**src/dpm_defines.svh**
```systemverilog
// constants for the dual-port memory port host
`ifndef DPM_DEFINES_SVH
`define DPM_DEFINES_SVH

`define DPM_ADDR_W        11
`define DPM_DATA_W        9
`define DPM_CNT_W         3
`define DPM_SYNC_STAGES   3'h2

// mailbox words at the top of the array
`define DPM_MBOX_LEFT     11'h7FE
`define DPM_MBOX_RIGHT    11'h7FF

// clock period and printed times, in ns
`define DPM_CLK_NS        40
`define DPM_BUSY_ACC_NS   30
`define DPM_BUSY_DATA_NS  45

// least times round up to whole cycles
`define DPM_BUSY_ACC_CYC  3'((`DPM_BUSY_ACC_NS + `DPM_CLK_NS - 1) / `DPM_CLK_NS)
`define DPM_BUSY_DATA_CYC 3'((`DPM_BUSY_DATA_NS + `DPM_CLK_NS - 1) / `DPM_CLK_NS)

`endif

```
**src/dpm_pkg.sv**
```systemverilog
// types shared by the dual-port memory port host
`include "dpm_defines.svh"

package dpm_pkg;

	typedef struct packed {
		logic                    we;
		logic [`DPM_ADDR_W-1:0]  addr;
		logic [`DPM_DATA_W-1:0]  wdata;
	} dpm_req_t;

	typedef struct packed {
		logic                    ce_n;
		logic                    rw_n;
		logic                    oe_n;
		logic [`DPM_ADDR_W-1:0]  addr;
	} dpm_pins_t;

	typedef enum logic [2:0] {
		DPM_IDLE,
		DPM_ARB,
		DPM_WPULSE,
		DPM_WREC,
		DPM_RDATA
	} dpm_state_t;

endpackage

```
**src/dpm_host.sv**
```systemverilog
// host controller for one port of a dual-port memory with busy and mailbox
//
// Summary of operation
// (RQ1) port select high deselects the device port; host idles with select high.
// (RQ2) select low with read/write low writes the data lines into memory.
// (RQ3) select and output enable low with read/write high drives memory data out.
// (RQ4) writes from a port seeing busy low are blocked inside the device.
// (RQ5) read data taken while busy is low is unreliable and must be discarded.
// (RQ6) left write to 7FF sets the right mailbox flag low.
// (RQ7) right read of 7FF with select and output enable low clears its flag; the device model clears it on any right select of 7FF.
// (RQ8) right write to 7FE sets the left mailbox flag low.
// (RQ9) left access to 7FE with select and output enable low clears its flag.
// (RQ10) mailbox set or clear while accessing port sees busy low has no effect; the device model gates only the left port's set and clear by busy.
// (RQ11) mailbox words remain ordinary 9-bit readable and writable storage.
// (RQ12) hosts may use the top two words as plain storage, ignoring flags.
// (RQ13) on same-address collision the master grants one port, busy to other.
// (RQ14) a host seeing busy holds its access until busy returns high.
// (RQ15) slave busy pin is only a write-inhibit input, no arbitration.
// (RQ16) system holds slave busy inputs high; low forever blocks that port's writes.
// (RQ17) system may OR busy outputs into an illegal-access interrupt.
// (RQ18) depth-stacked devices AND their busy outputs per side.
// (RQ19) master busy outputs are push-pull, needing no pull-up.
// (RQ20) arbitration uses only select and address, not read or write.
// (RQ21) earlier port by the set-up margin wins; later port gets busy.
// (RQ22) on a tie exactly one port receives busy.
`timescale 1ns/1ps
`include "dpm_defines.svh"

//////////////////////////////////////////////////////////////////////////////
module dpm_sync #(
	parameter int W = 1
) (
	input  wire logic         ref_clk_i,
	input  wire logic         rst_n_i,
	input  wire logic [W-1:0] async_i,
	output logic      [W-1:0] sync_o
);
	// the first stage may go metastable; only the second stage is read
	logic [W-1:0] meta_q;

	always_ff @(posedge ref_clk_i or negedge rst_n_i) begin
		if (!rst_n_i) begin
			meta_q <= '0;
			sync_o <= '0;
		end else begin
			meta_q <= async_i;
			sync_o <= meta_q;
		end
	end
endmodule // dpm_sync

//////////////////////////////////////////////////////////////////////////////
module dpm_host (
	input  wire logic                   ref_clk_i,
	input  wire logic                   rst_n_i,
	// user side
	input  wire logic                   req_valid_i,
	input  wire dpm_pkg::dpm_req_t      req_i,
	output logic                        req_ready_o,
	output logic                        rsp_valid_o,
	output logic [`DPM_DATA_W-1:0]      rsp_data_o,
	output logic                        mail_pending_o,
	output logic                        busy_seen_o,
	// device port pins
	output dpm_pkg::dpm_pins_t          ram_pins_o,
	input  wire logic [`DPM_DATA_W-1:0] ram_data_i,
	output logic [`DPM_DATA_W-1:0]      ram_data_o,
	output logic                        ram_data_oe_n_o,
	input  wire logic                   ram_busy_n_i,
	input  wire logic                   ram_mailbox_flag_n_i
);
	localparam int SW = `DPM_DATA_W + 2;

	logic [SW-1:0]             sync_s;
	logic [`DPM_DATA_W-1:0]    data_s;
	logic                      busy_n_s;
	logic                      flag_n_s;

	// busy may be the AND of stacked devices, or a slave's input held high;
	// here it only gates this port's progress, never the data path [RQ16] [RQ18]
	dpm_sync #(.W(SW)) u_sync (
		.ref_clk_i (ref_clk_i),
		.rst_n_i   (rst_n_i),
		.async_i   ({ram_data_i, ram_busy_n_i, ram_mailbox_flag_n_i}),
		.sync_o    (sync_s)
	);
	assign data_s   = sync_s[SW-1:2];
	assign busy_n_s = sync_s[1];
	assign flag_n_s = sync_s[0];

	////////////////////////////////////////////////////////////////////////////
	dpm_pkg::dpm_state_t       state_q, state_d;
	dpm_pkg::dpm_pins_t        pins_q, pins_d;
	logic [`DPM_DATA_W-1:0]    wdata_q, wdata_d;
	logic                      doe_n_q, doe_n_d;
	logic                      we_q, we_d;
	logic [`DPM_CNT_W-1:0]     cnt_q, cnt_d;
	logic                      ready_q, ready_d;
	logic                      rsp_v_q, rsp_v_d;
	logic [`DPM_DATA_W-1:0]    rdata_q, rdata_d;
	logic                      mail_q, mail_d;
	logic                      bseen_q, bseen_d;

	// response is a pulse; mail and busy-seen follow their inputs; every other value holds unless a state moves it
	always_comb begin
		state_d = state_q;
		pins_d  = pins_q;
		wdata_d = wdata_q;
		doe_n_d = doe_n_q;
		we_d    = we_q;
		cnt_d   = cnt_q;
		ready_d = ready_q;
		rsp_v_d = 1'b0;
		rdata_d = rdata_q;
		mail_d  = !flag_n_s;  // flag is active low; any word incl. mailbox is plain storage [RQ11] [RQ12]
		// a plain level; a system may OR both sides into a fault flag
		bseen_d = !busy_n_s;  // [RQ17]
		case (state_q)
			dpm_pkg::DPM_IDLE: begin
				if (req_valid_i && ready_q) begin
					// select and address go out first; read/write stays high so
					// busy settles before any write pulse is started
					pins_d.ce_n = 1'b0;
					pins_d.rw_n = 1'b1;
					pins_d.oe_n = req_i.we;  // reads open the output right away [RQ3]
					pins_d.addr = req_i.addr;
					wdata_d     = req_i.wdata;
					we_d        = req_i.we;
					cnt_d       = `DPM_BUSY_ACC_CYC + `DPM_SYNC_STAGES;
					ready_d     = 1'b0;
					// count covers busy access time plus both synchroniser stages
					state_d     = dpm_pkg::DPM_ARB;
				end
			end
			dpm_pkg::DPM_ARB: begin
				if (cnt_q != '0) begin
					cnt_d = cnt_q - 3'h1;
				end else if (!busy_n_s) begin
					// lost arbitration: keep select and address and wait [RQ14] [RQ4]
					cnt_d = '0;
				end else if (we_q) begin
					pins_d.rw_n = 1'b0;  // write pulse with data driven [RQ2]
					doe_n_d     = 1'b0;
					state_d     = dpm_pkg::DPM_WPULSE;
				end else begin
					// data from a formerly busy read needs time to become valid [RQ5]
					cnt_d   = `DPM_BUSY_DATA_CYC + `DPM_SYNC_STAGES;
					state_d = dpm_pkg::DPM_RDATA;
				end
			end
			dpm_pkg::DPM_WPULSE: begin
				// strobe lasts one cycle; busy was clear as it began
				pins_d.rw_n = 1'b1;  // data held one cycle past the pulse
				state_d     = dpm_pkg::DPM_WREC;
			end
			dpm_pkg::DPM_WREC: begin
				pins_d.ce_n = 1'b1;  // deselect returns the port to standby [RQ1]
				doe_n_d     = 1'b1;
				rsp_v_d     = 1'b1;
				ready_d     = 1'b1;
				state_d     = dpm_pkg::DPM_IDLE;
			end
			dpm_pkg::DPM_RDATA: begin
				if (cnt_q != '0) begin
					cnt_d = cnt_q - 3'h1;
				end else if (!busy_n_s) begin
					// busy came back: data unreliable, wait again [RQ5] [RQ14]
					state_d = dpm_pkg::DPM_ARB;
				end else begin
					// a read of the own mailbox word also clears the own flag [RQ7] [RQ9]
					rdata_d     = data_s;
					pins_d.ce_n = 1'b1;  // [RQ1]
					pins_d.oe_n = 1'b1;
					rsp_v_d     = 1'b1;
					ready_d     = 1'b1;
					state_d     = dpm_pkg::DPM_IDLE;
				end
			end
			default: begin
				state_d = dpm_pkg::DPM_IDLE;
			end
		endcase
	end

	// registers only; every output below is one of these flops
	always_ff @(posedge ref_clk_i or negedge rst_n_i) begin
		if (!rst_n_i) begin
			state_q <= dpm_pkg::DPM_IDLE;
			pins_q  <= '{ce_n: 1'b1, rw_n: 1'b1, oe_n: 1'b1, addr: '0};
			wdata_q <= '0;
			doe_n_q <= 1'b1;
			we_q    <= 1'b0;
			cnt_q   <= '0;
			ready_q <= 1'b1;
			rsp_v_q <= 1'b0;
			rdata_q <= '0;
			mail_q  <= 1'b0;
			bseen_q <= 1'b0;
		end else begin
			state_q <= state_d;
			pins_q  <= pins_d;
			wdata_q <= wdata_d;
			doe_n_q <= doe_n_d;
			we_q    <= we_d;
			cnt_q   <= cnt_d;
			ready_q <= ready_d;
			rsp_v_q <= rsp_v_d;
			rdata_q <= rdata_d;
			mail_q  <= mail_d;
			bseen_q <= bseen_d;
		end
	end

	assign req_ready_o     = ready_q;
	assign rsp_valid_o     = rsp_v_q;
	assign rsp_data_o      = rdata_q;
	assign mail_pending_o  = mail_q;
	assign busy_seen_o     = bseen_q;
	assign ram_pins_o      = pins_q;
	assign ram_data_o      = wdata_q;
	assign ram_data_oe_n_o = doe_n_q;
endmodule // dpm_host

```
**config.mk**
```make
export PLATFORM = sky130hd
export DESIGN_NAME = dpm_host
export DESIGN_NICKNAME = d
export VERILOG_FILES = /design/src/dpm_pkg.sv /design/src/dpm_host.sv
export VERILOG_INCLUDE_DIRS = /design/src /design/src/src
export SDC_FILE = /design/constraint.sdc
export NUM_CORES = 1
export LEC_CHECK = 0
export ABC_AREA = 0
export BUFFER_PORTS_ARGS = -buffer_cell sky130_fd_sc_hd__buf_2
export CAP_MARGIN = 0
export CORE_MARGIN = 8
export CORE_UTILIZATION = 45
export CTS_CLUSTER_SIZE = 40
export DETAILED_ROUTE_END_ITERATION = 6
export PLACE_DENSITY_LB_ADDON = 0.05
export SLEW_MARGIN = 5
export SYNTH_ARGS = -nofsm -noshare
export SYNTH_HDL_FRONTEND = slang
export SYNTH_SLANG_ARGS = --single-unit
```
**constraint.sdc**
```tcl
create_clock -name ref_clk_i -period 1.52 [get_ports ref_clk_i]
set_input_delay 0.304 -clock ref_clk_i [delete_from_list [all_inputs] [get_ports ref_clk_i]]
set_output_delay 0.304 -clock ref_clk_i [all_outputs]
set_load 0.01 [all_outputs]
```
======== Word level (Yosys, flattened, before mapping) ========
Index checks and enable logic that the tools add are counted.
cells by class
  add/sub/neg operators ................... 1
  equal/unequal tests ..................... 12
  multiplexer cells ....................... 28
  bitwise logic cells ..................... 1
  reductions and logical operators ........ 18
operators by type and width
  kind                                                                     count
  3-bit two-way mux                                                        10
  4-bit AND reduction                                                      5
  14-bit two-way mux                                                       1
  3-bit case mux with 4 select lines                                       1
  3-bit nonzero test                                                       4
  2-bit inequality test, second input constant                             5
  1-bit two-way mux                                                        9
  1-bit case mux with 3 select lines                                       3
  3-bit case mux with 3 select lines                                       1
  3-bit by 2-bit equality test with 1-bit output, second input constant    2
  1-bit case mux with 2 select lines                                       3
  5-bit AND reduction                                                      1
  2-bit by 1-bit inequality test with 1-bit output, second input constant  2
  4-bit inequality test, second input constant                             1
  2-bit nonzero test                                                       2
  3-bit by 1-bit equality test with 1-bit output, second input constant    1
  3-bit equality test, second input constant                               1
  3-bit logical NOT                                                        1
  3-bit AND reduction                                                      1
  3-bit by 1-bit subtractor with 3-bit output, second input constant       1
  1-bit logical NOT                                                        2
  2-bit AND reduction                                                      1
  1-bit logical AND                                                        1
  1-bit NOT                                                                1
storage, ports and cells
  output and inout port bits .............. 37
  flip-flop bits (word level) ............. 66
  word-level logic and storage cells ...... 76
  input port bits ......................... 35

======== Logic depth before layout (Yosys ltp) ========
  word-level depth ........................ 4
  mapped depth ............................ 7
  gate-level depth less buffers ........... 6

======== By module ========
From an unflattened synthesis, not the netlist that was laid out.
unflattened totals
  cell total of the unflattened synthesis .. 165
  area total of the unflattened synthesis .. 2,417.3 µm²
by module, submodules not included
  module    cells an instance  times used  area an instance (µm²)
  dpm_host  143                1           1,866.8
  dpm_sync  22                 1           550.5

======== Least setup slack after synthesis ========
Ideal clock, no wire load.
  path type ............................... reg-to-reg
  start ................................... reg cnt_q[0]
  end ..................................... reg rdata_q[0] (netlist: rsp_data_o[0])
  data required time ...................... 1,395 ps
  data arrival time ....................... 1,476 ps
  setup time .............................. 125 ps
  setup slack ............................. -81 ps
  stages on the path, launching flop included .. 7
  cell sequence ........................... dfrtp_1 > inv_1 > ha_1 > and3b_1 > and2_1 > buf_4 > mux2_2
on the way
  longest elaborated chain between the ends .. 3
RTL lines
  element                               RTL line         source
  from (decl)                           dpm_host.sv:97   logic [`DPM_CNT_W-1:0] cnt_q, cnt_d;
  from (signal assigned)                dpm_host.sv:205  cnt_q <= cnt_d;
  3-bit nonzero test                    dpm_host.sv:164  if (cnt_q != '0) begin
  1-bit NOT (no source line)            --
  3-bit AND reduction (no source line)  --
  to (signal assigned)                  dpm_host.sv:208  rdata_q <= rdata_d;
  to (decl)                             dpm_host.sv:100  logic [`DPM_DATA_W-1:0] rdata_q, rdata_d;
Every way passes these cells.
A chain may end at the register's enable or synchronous reset.

======== Worst setup path after layout ========
  start ................................... reg cnt_q[0]
  end ..................................... reg pins_q, in the netlist ram_pins_o[13]
on the way
  longest elaborated chain between the ends .. 3
RTL lines
  element                                 RTL line         source
  3-bit nonzero test                      dpm_host.sv:164
  2-bit inequality test (no source line)  --
  4-bit AND reduction (no source line)    --
  to (signal assigned)                    dpm_host.sv:189  pins_q <= '{ce_n: 1'b1, rw_n: 1'b1, oe_n: 1'b1, addr: '0};
  to (signal assigned)                    dpm_host.sv:201  pins_q <= pins_d;
  to (decl)                               dpm_host.sv:93   dpm_pkg::dpm_pins_t pins_q, pins_d;
Every way passes these cells.

==> qor.log <==
INFO  status         run_status=finished, final reports clean
INFO  timing         timing.final.crit_period=1.514ns
INFO  die            initial_core_utilization=0.4693
INFO  placement      placed_cells=304
INFO  synth          synthesis.area_per_instance=15.37squm
INFO  synth          synth-main-ff-cell=sky130_fd_sc_hd__dfrtp_1
INFO  die            coreArea=0.005140sqmm
INFO  pwr            peakVddDrop=0.9619mV
INFO  layout         final_cell_count_no_fill=325
INFO  clocking       clock_path_buffers=2
INFO  routing        detail_route.iter0.violations=87
INFO  routing        via_to_cell_ratio=4.948
INFO  clocking       clock_latency=0.34ns
INFO  flow_run       maxCapViolations=0
INFO  die            fp.dieH=89.22microns
INFO  global_routing pin_count_of_the_biggest_net_entering_global_routing=66
INFO  clocking       number_of_levels_in_the_clock_h_tree=3
INFO  timing         worst_slack=0.005653ns
INFO  setup_path     startpoint=cnt_q[0]
INFO  layout         layout.cells.most_common_list=sky130_fd_sc_hd__buf_2 (71), sky130_fd_sc_hd__dfrtp_1 (59), sky130_fd_sc_hd__mux2_2 (23)
INFO  global_routing via_count_of_the_first_global_routing_pass=1,790
INFO  clocking       clkTransAtPathRegs=0.07ns
INFO  layout         postLayoutCoreUtil=0.6254
INFO  synth          asyncSetResetFlopFracSynth=1.000
INFO  placement      placement.setup.worst_slack=-0.07676ns
INFO  setup_path     worst-setup-path-type=flip-flop to flip-flop
INFO  global_routing use_met1=0.1654
INFO  routing        drcViolationCount=0
INFO  layout         fill_cell_instance_count_of_the_final_layout=444
INFO  setup_path     crit_path_start_kind=flip-flop
INFO  layout         multi_input_area=787.0squm
INFO  routing        postRouteWirelength=5371microns
INFO  setup_path     worst_path_maximum_fanout=4
INFO  setup_path     critPathRequiredTime=1.79ns
INFO  layout         fin_nets=287
INFO  global_routing grt.met2_usage=0.2202
INFO  pwr            p_per_area=1728mW/mm^2
INFO  synth          synthCells=157
INFO  timing         max_clock_freq=660.4MHz
INFO  routing        routed_wire_length_per_instance=16.53microns
INFO  routing        antenna_violating_nets_post_route=0
INFO  global_routing antenna_found_initial=0
INFO  timing         hold_violations=0
INFO  layout         final_common_cell=sky130_fd_sc_hd__buf_2
INFO  global_routing top_usage_layer=met2
INFO  timing         timing_worst_slew_pin_value=0.4109ns
INFO  synth          syn_area=0.002412sqmm
INFO  die            ios=72
INFO  pwr            total_leakage_power=1.611nW
INFO  synth          mappedNetlistNets=194
INFO  clocking       numCtsBuffers=9
INFO  clocking       tritoncts=done
INFO  timing         timing.final.max_slew_violations=0
INFO  synth          synth_cell_types=35
INFO  layout         regArea=0.001634sqmm
INFO  synth          synth_warnings=0
INFO  placement      detailed_place_hpwl=3570microns
INFO  layout         area_delta_synth_final=33.25%
INFO  die            fp-row-count=26
INFO  timing         rsz0062_at_grt=true
INFO  worst_hold_path worstHoldStart=ram_data_i[8]
INFO  routing        dr.pass1.iters=4
INFO  die            die-width=89.22microns
INFO  setup_path     end_kind=flip-flop
INFO  setup_path     data_arrival_time_at_the_worst_slack_endpoint=1.78ns
INFO  timing         max-slew-margin-rel=0.7237
INFO  worst_hold_path hold_class=primary input to flip-flop
INFO  layout         fraction_of_final_layout_cells_with_drive_strength_greater_than_1=0.6118
INFO  placement      portBuffers=71
INFO  setup_path     r2r-start=cnt_q[0]
INFO  layout         antennaDiodeCount=0
INFO  timing         setup_viol=0
INFO  synth          synth-edff-count=0
INFO  global_routing grt_util_all_layers=0.1422
INFO  global_routing globalRouteOverflowTotal=0
INFO  timing         finalCritPeriodShare=0.9963
INFO  die            die-area=0.007959sqmm
INFO  clocking       clockRootBuffer=sky130_fd_sc_hd__clkbuf_8
INFO  clocking       cts_sinks=65
INFO  timing         final.setup.tns=0ns
INFO  global_routing grtUsageMet3=0.05331
INFO  timing         clock_skew=0.009086ns
INFO  routing        routed_via_count=1,608
INFO  placement      globalplace.congestion=0.8445
INFO  global_routing global_route_wire_length_before_repair=8383microns
INFO  synth          synth-seq-cells=65
INFO  pwr            power.total=5.554mW
INFO  synth          yosysSeqAreaShare=0.6763
## routing by layer
| metal | wire (microns) | share of wire |
|---|---|---|
| met5 | 0 | 0 |
| met4 | 93 | 0.017 |
| met3 | 505 | 0.094 |
| met2 | 2492 | 0.46 |
| met1 | 2279 | 0.42 |
## state kept, by name (all words and copies together), names as in the netlist
name and cells:
ram_pins_o 14, u_sync.meta_q 11, u_sync.sync_o 11, ram_data_o 9, rsp_data_o 9, cnt_q 3, state_q 3, busy_seen_o 1
mail_pending_o 1, ram_data_oe_n_o 1, rsp_valid_o 1, we_q 1
## stage by stage
| stage | instance area [sq um] | hold slack, ns |
|---|---|---|
| final | 3214 | 0.06671 |
| after detailed placement | 2929 | 0.3347 |
| after CTS | 3172 | 0.05237 |
| after global placement | 2929 | 0.3325 |
| after floorplan | 2432 | 0.008409 |
| after global routing | 3214 | 0.05236 |
## path summary, 6_finish.rpt
check                      slack (ns)                end  cells past startpoint
max                             0.006     ram_pins_o[13]                      6
min                              0.07  u_sync.meta_q[10]                      1
max reg2reg                     0.006     ram_pins_o[13]                      6
min reg2reg                      0.35   u_sync.sync_o[9]                      0
max in group asynchronous        0.70    ram_data_oe_n_o                      3
min in group asynchronous        0.50   u_sync.sync_o[3]                      3
## layout make-up
class	count	share of cell area
inverters	6	0.007007
multi-input cells	81	0.2448
repair buffers	87	0.1526
flip-flops and latches	65	0.5084
clock buffers	13	0.05255
well taps	70	0.02725
clock inverters	3	0.007396
## logic make-up (layout without fill, tap and decap cells)
kind of cell    after synthesis  after routing  synth area share
buf+inv                      14            109           0.03941
simple gates                 20             23           0.05601
mux                          33             33            0.1530
compound gates               23             23           0.06483
fa+ha+maj                     2              2           0.01037
flops                        65             65            0.6763
## where the power goes
part	switching (mW)	internal, mW	leakage [nW]
Sequential	0.254	2.18	0.791
Clock	0.629	0.728	0.0919
Combinational	0.824	0.934	0.728
Total	1.71	3.85	1.61
## synth_stat cells (all sizes together), types with 3 or more instances
library cell   n  area share
a21oi          8       0.018
buf            8       0.030
dfrtp         61        0.63
dfstp          4       0.044
inv            6      0.0093
mux2          31        0.14
nor2           4      0.0062
nor2b          3       0.011
## worst max-delay path, cell delays in order, from the launching register on
cell                      delay [ns]
sky130_fd_sc_hd__dfrtp_1        0.40
sky130_fd_sc_hd__inv_2          0.09
sky130_fd_sc_hd__ha_4           0.13
sky130_fd_sc_hd__and3b_2        0.21
sky130_fd_sc_hd__mux2i_1        0.08
sky130_fd_sc_hd__or3_1          0.35
sky130_fd_sc_hd__a21o_1         0.19
## repair_timing
| action | 4_1_cts | 5_1_grt |
|---|---|---|
| hold endpoints to repair | 61 | 0 |
| cloned | 2 | 1 |
| hold buffers | 1 | 0 |
| pin swaps | 1 | 3 |
| setup endpoints to repair | 33 | 31 |
| buffers inserted | 1 | 1 |
| gates resized for setup | 6 | 13 |
Power figures use the tool's default switching activity.
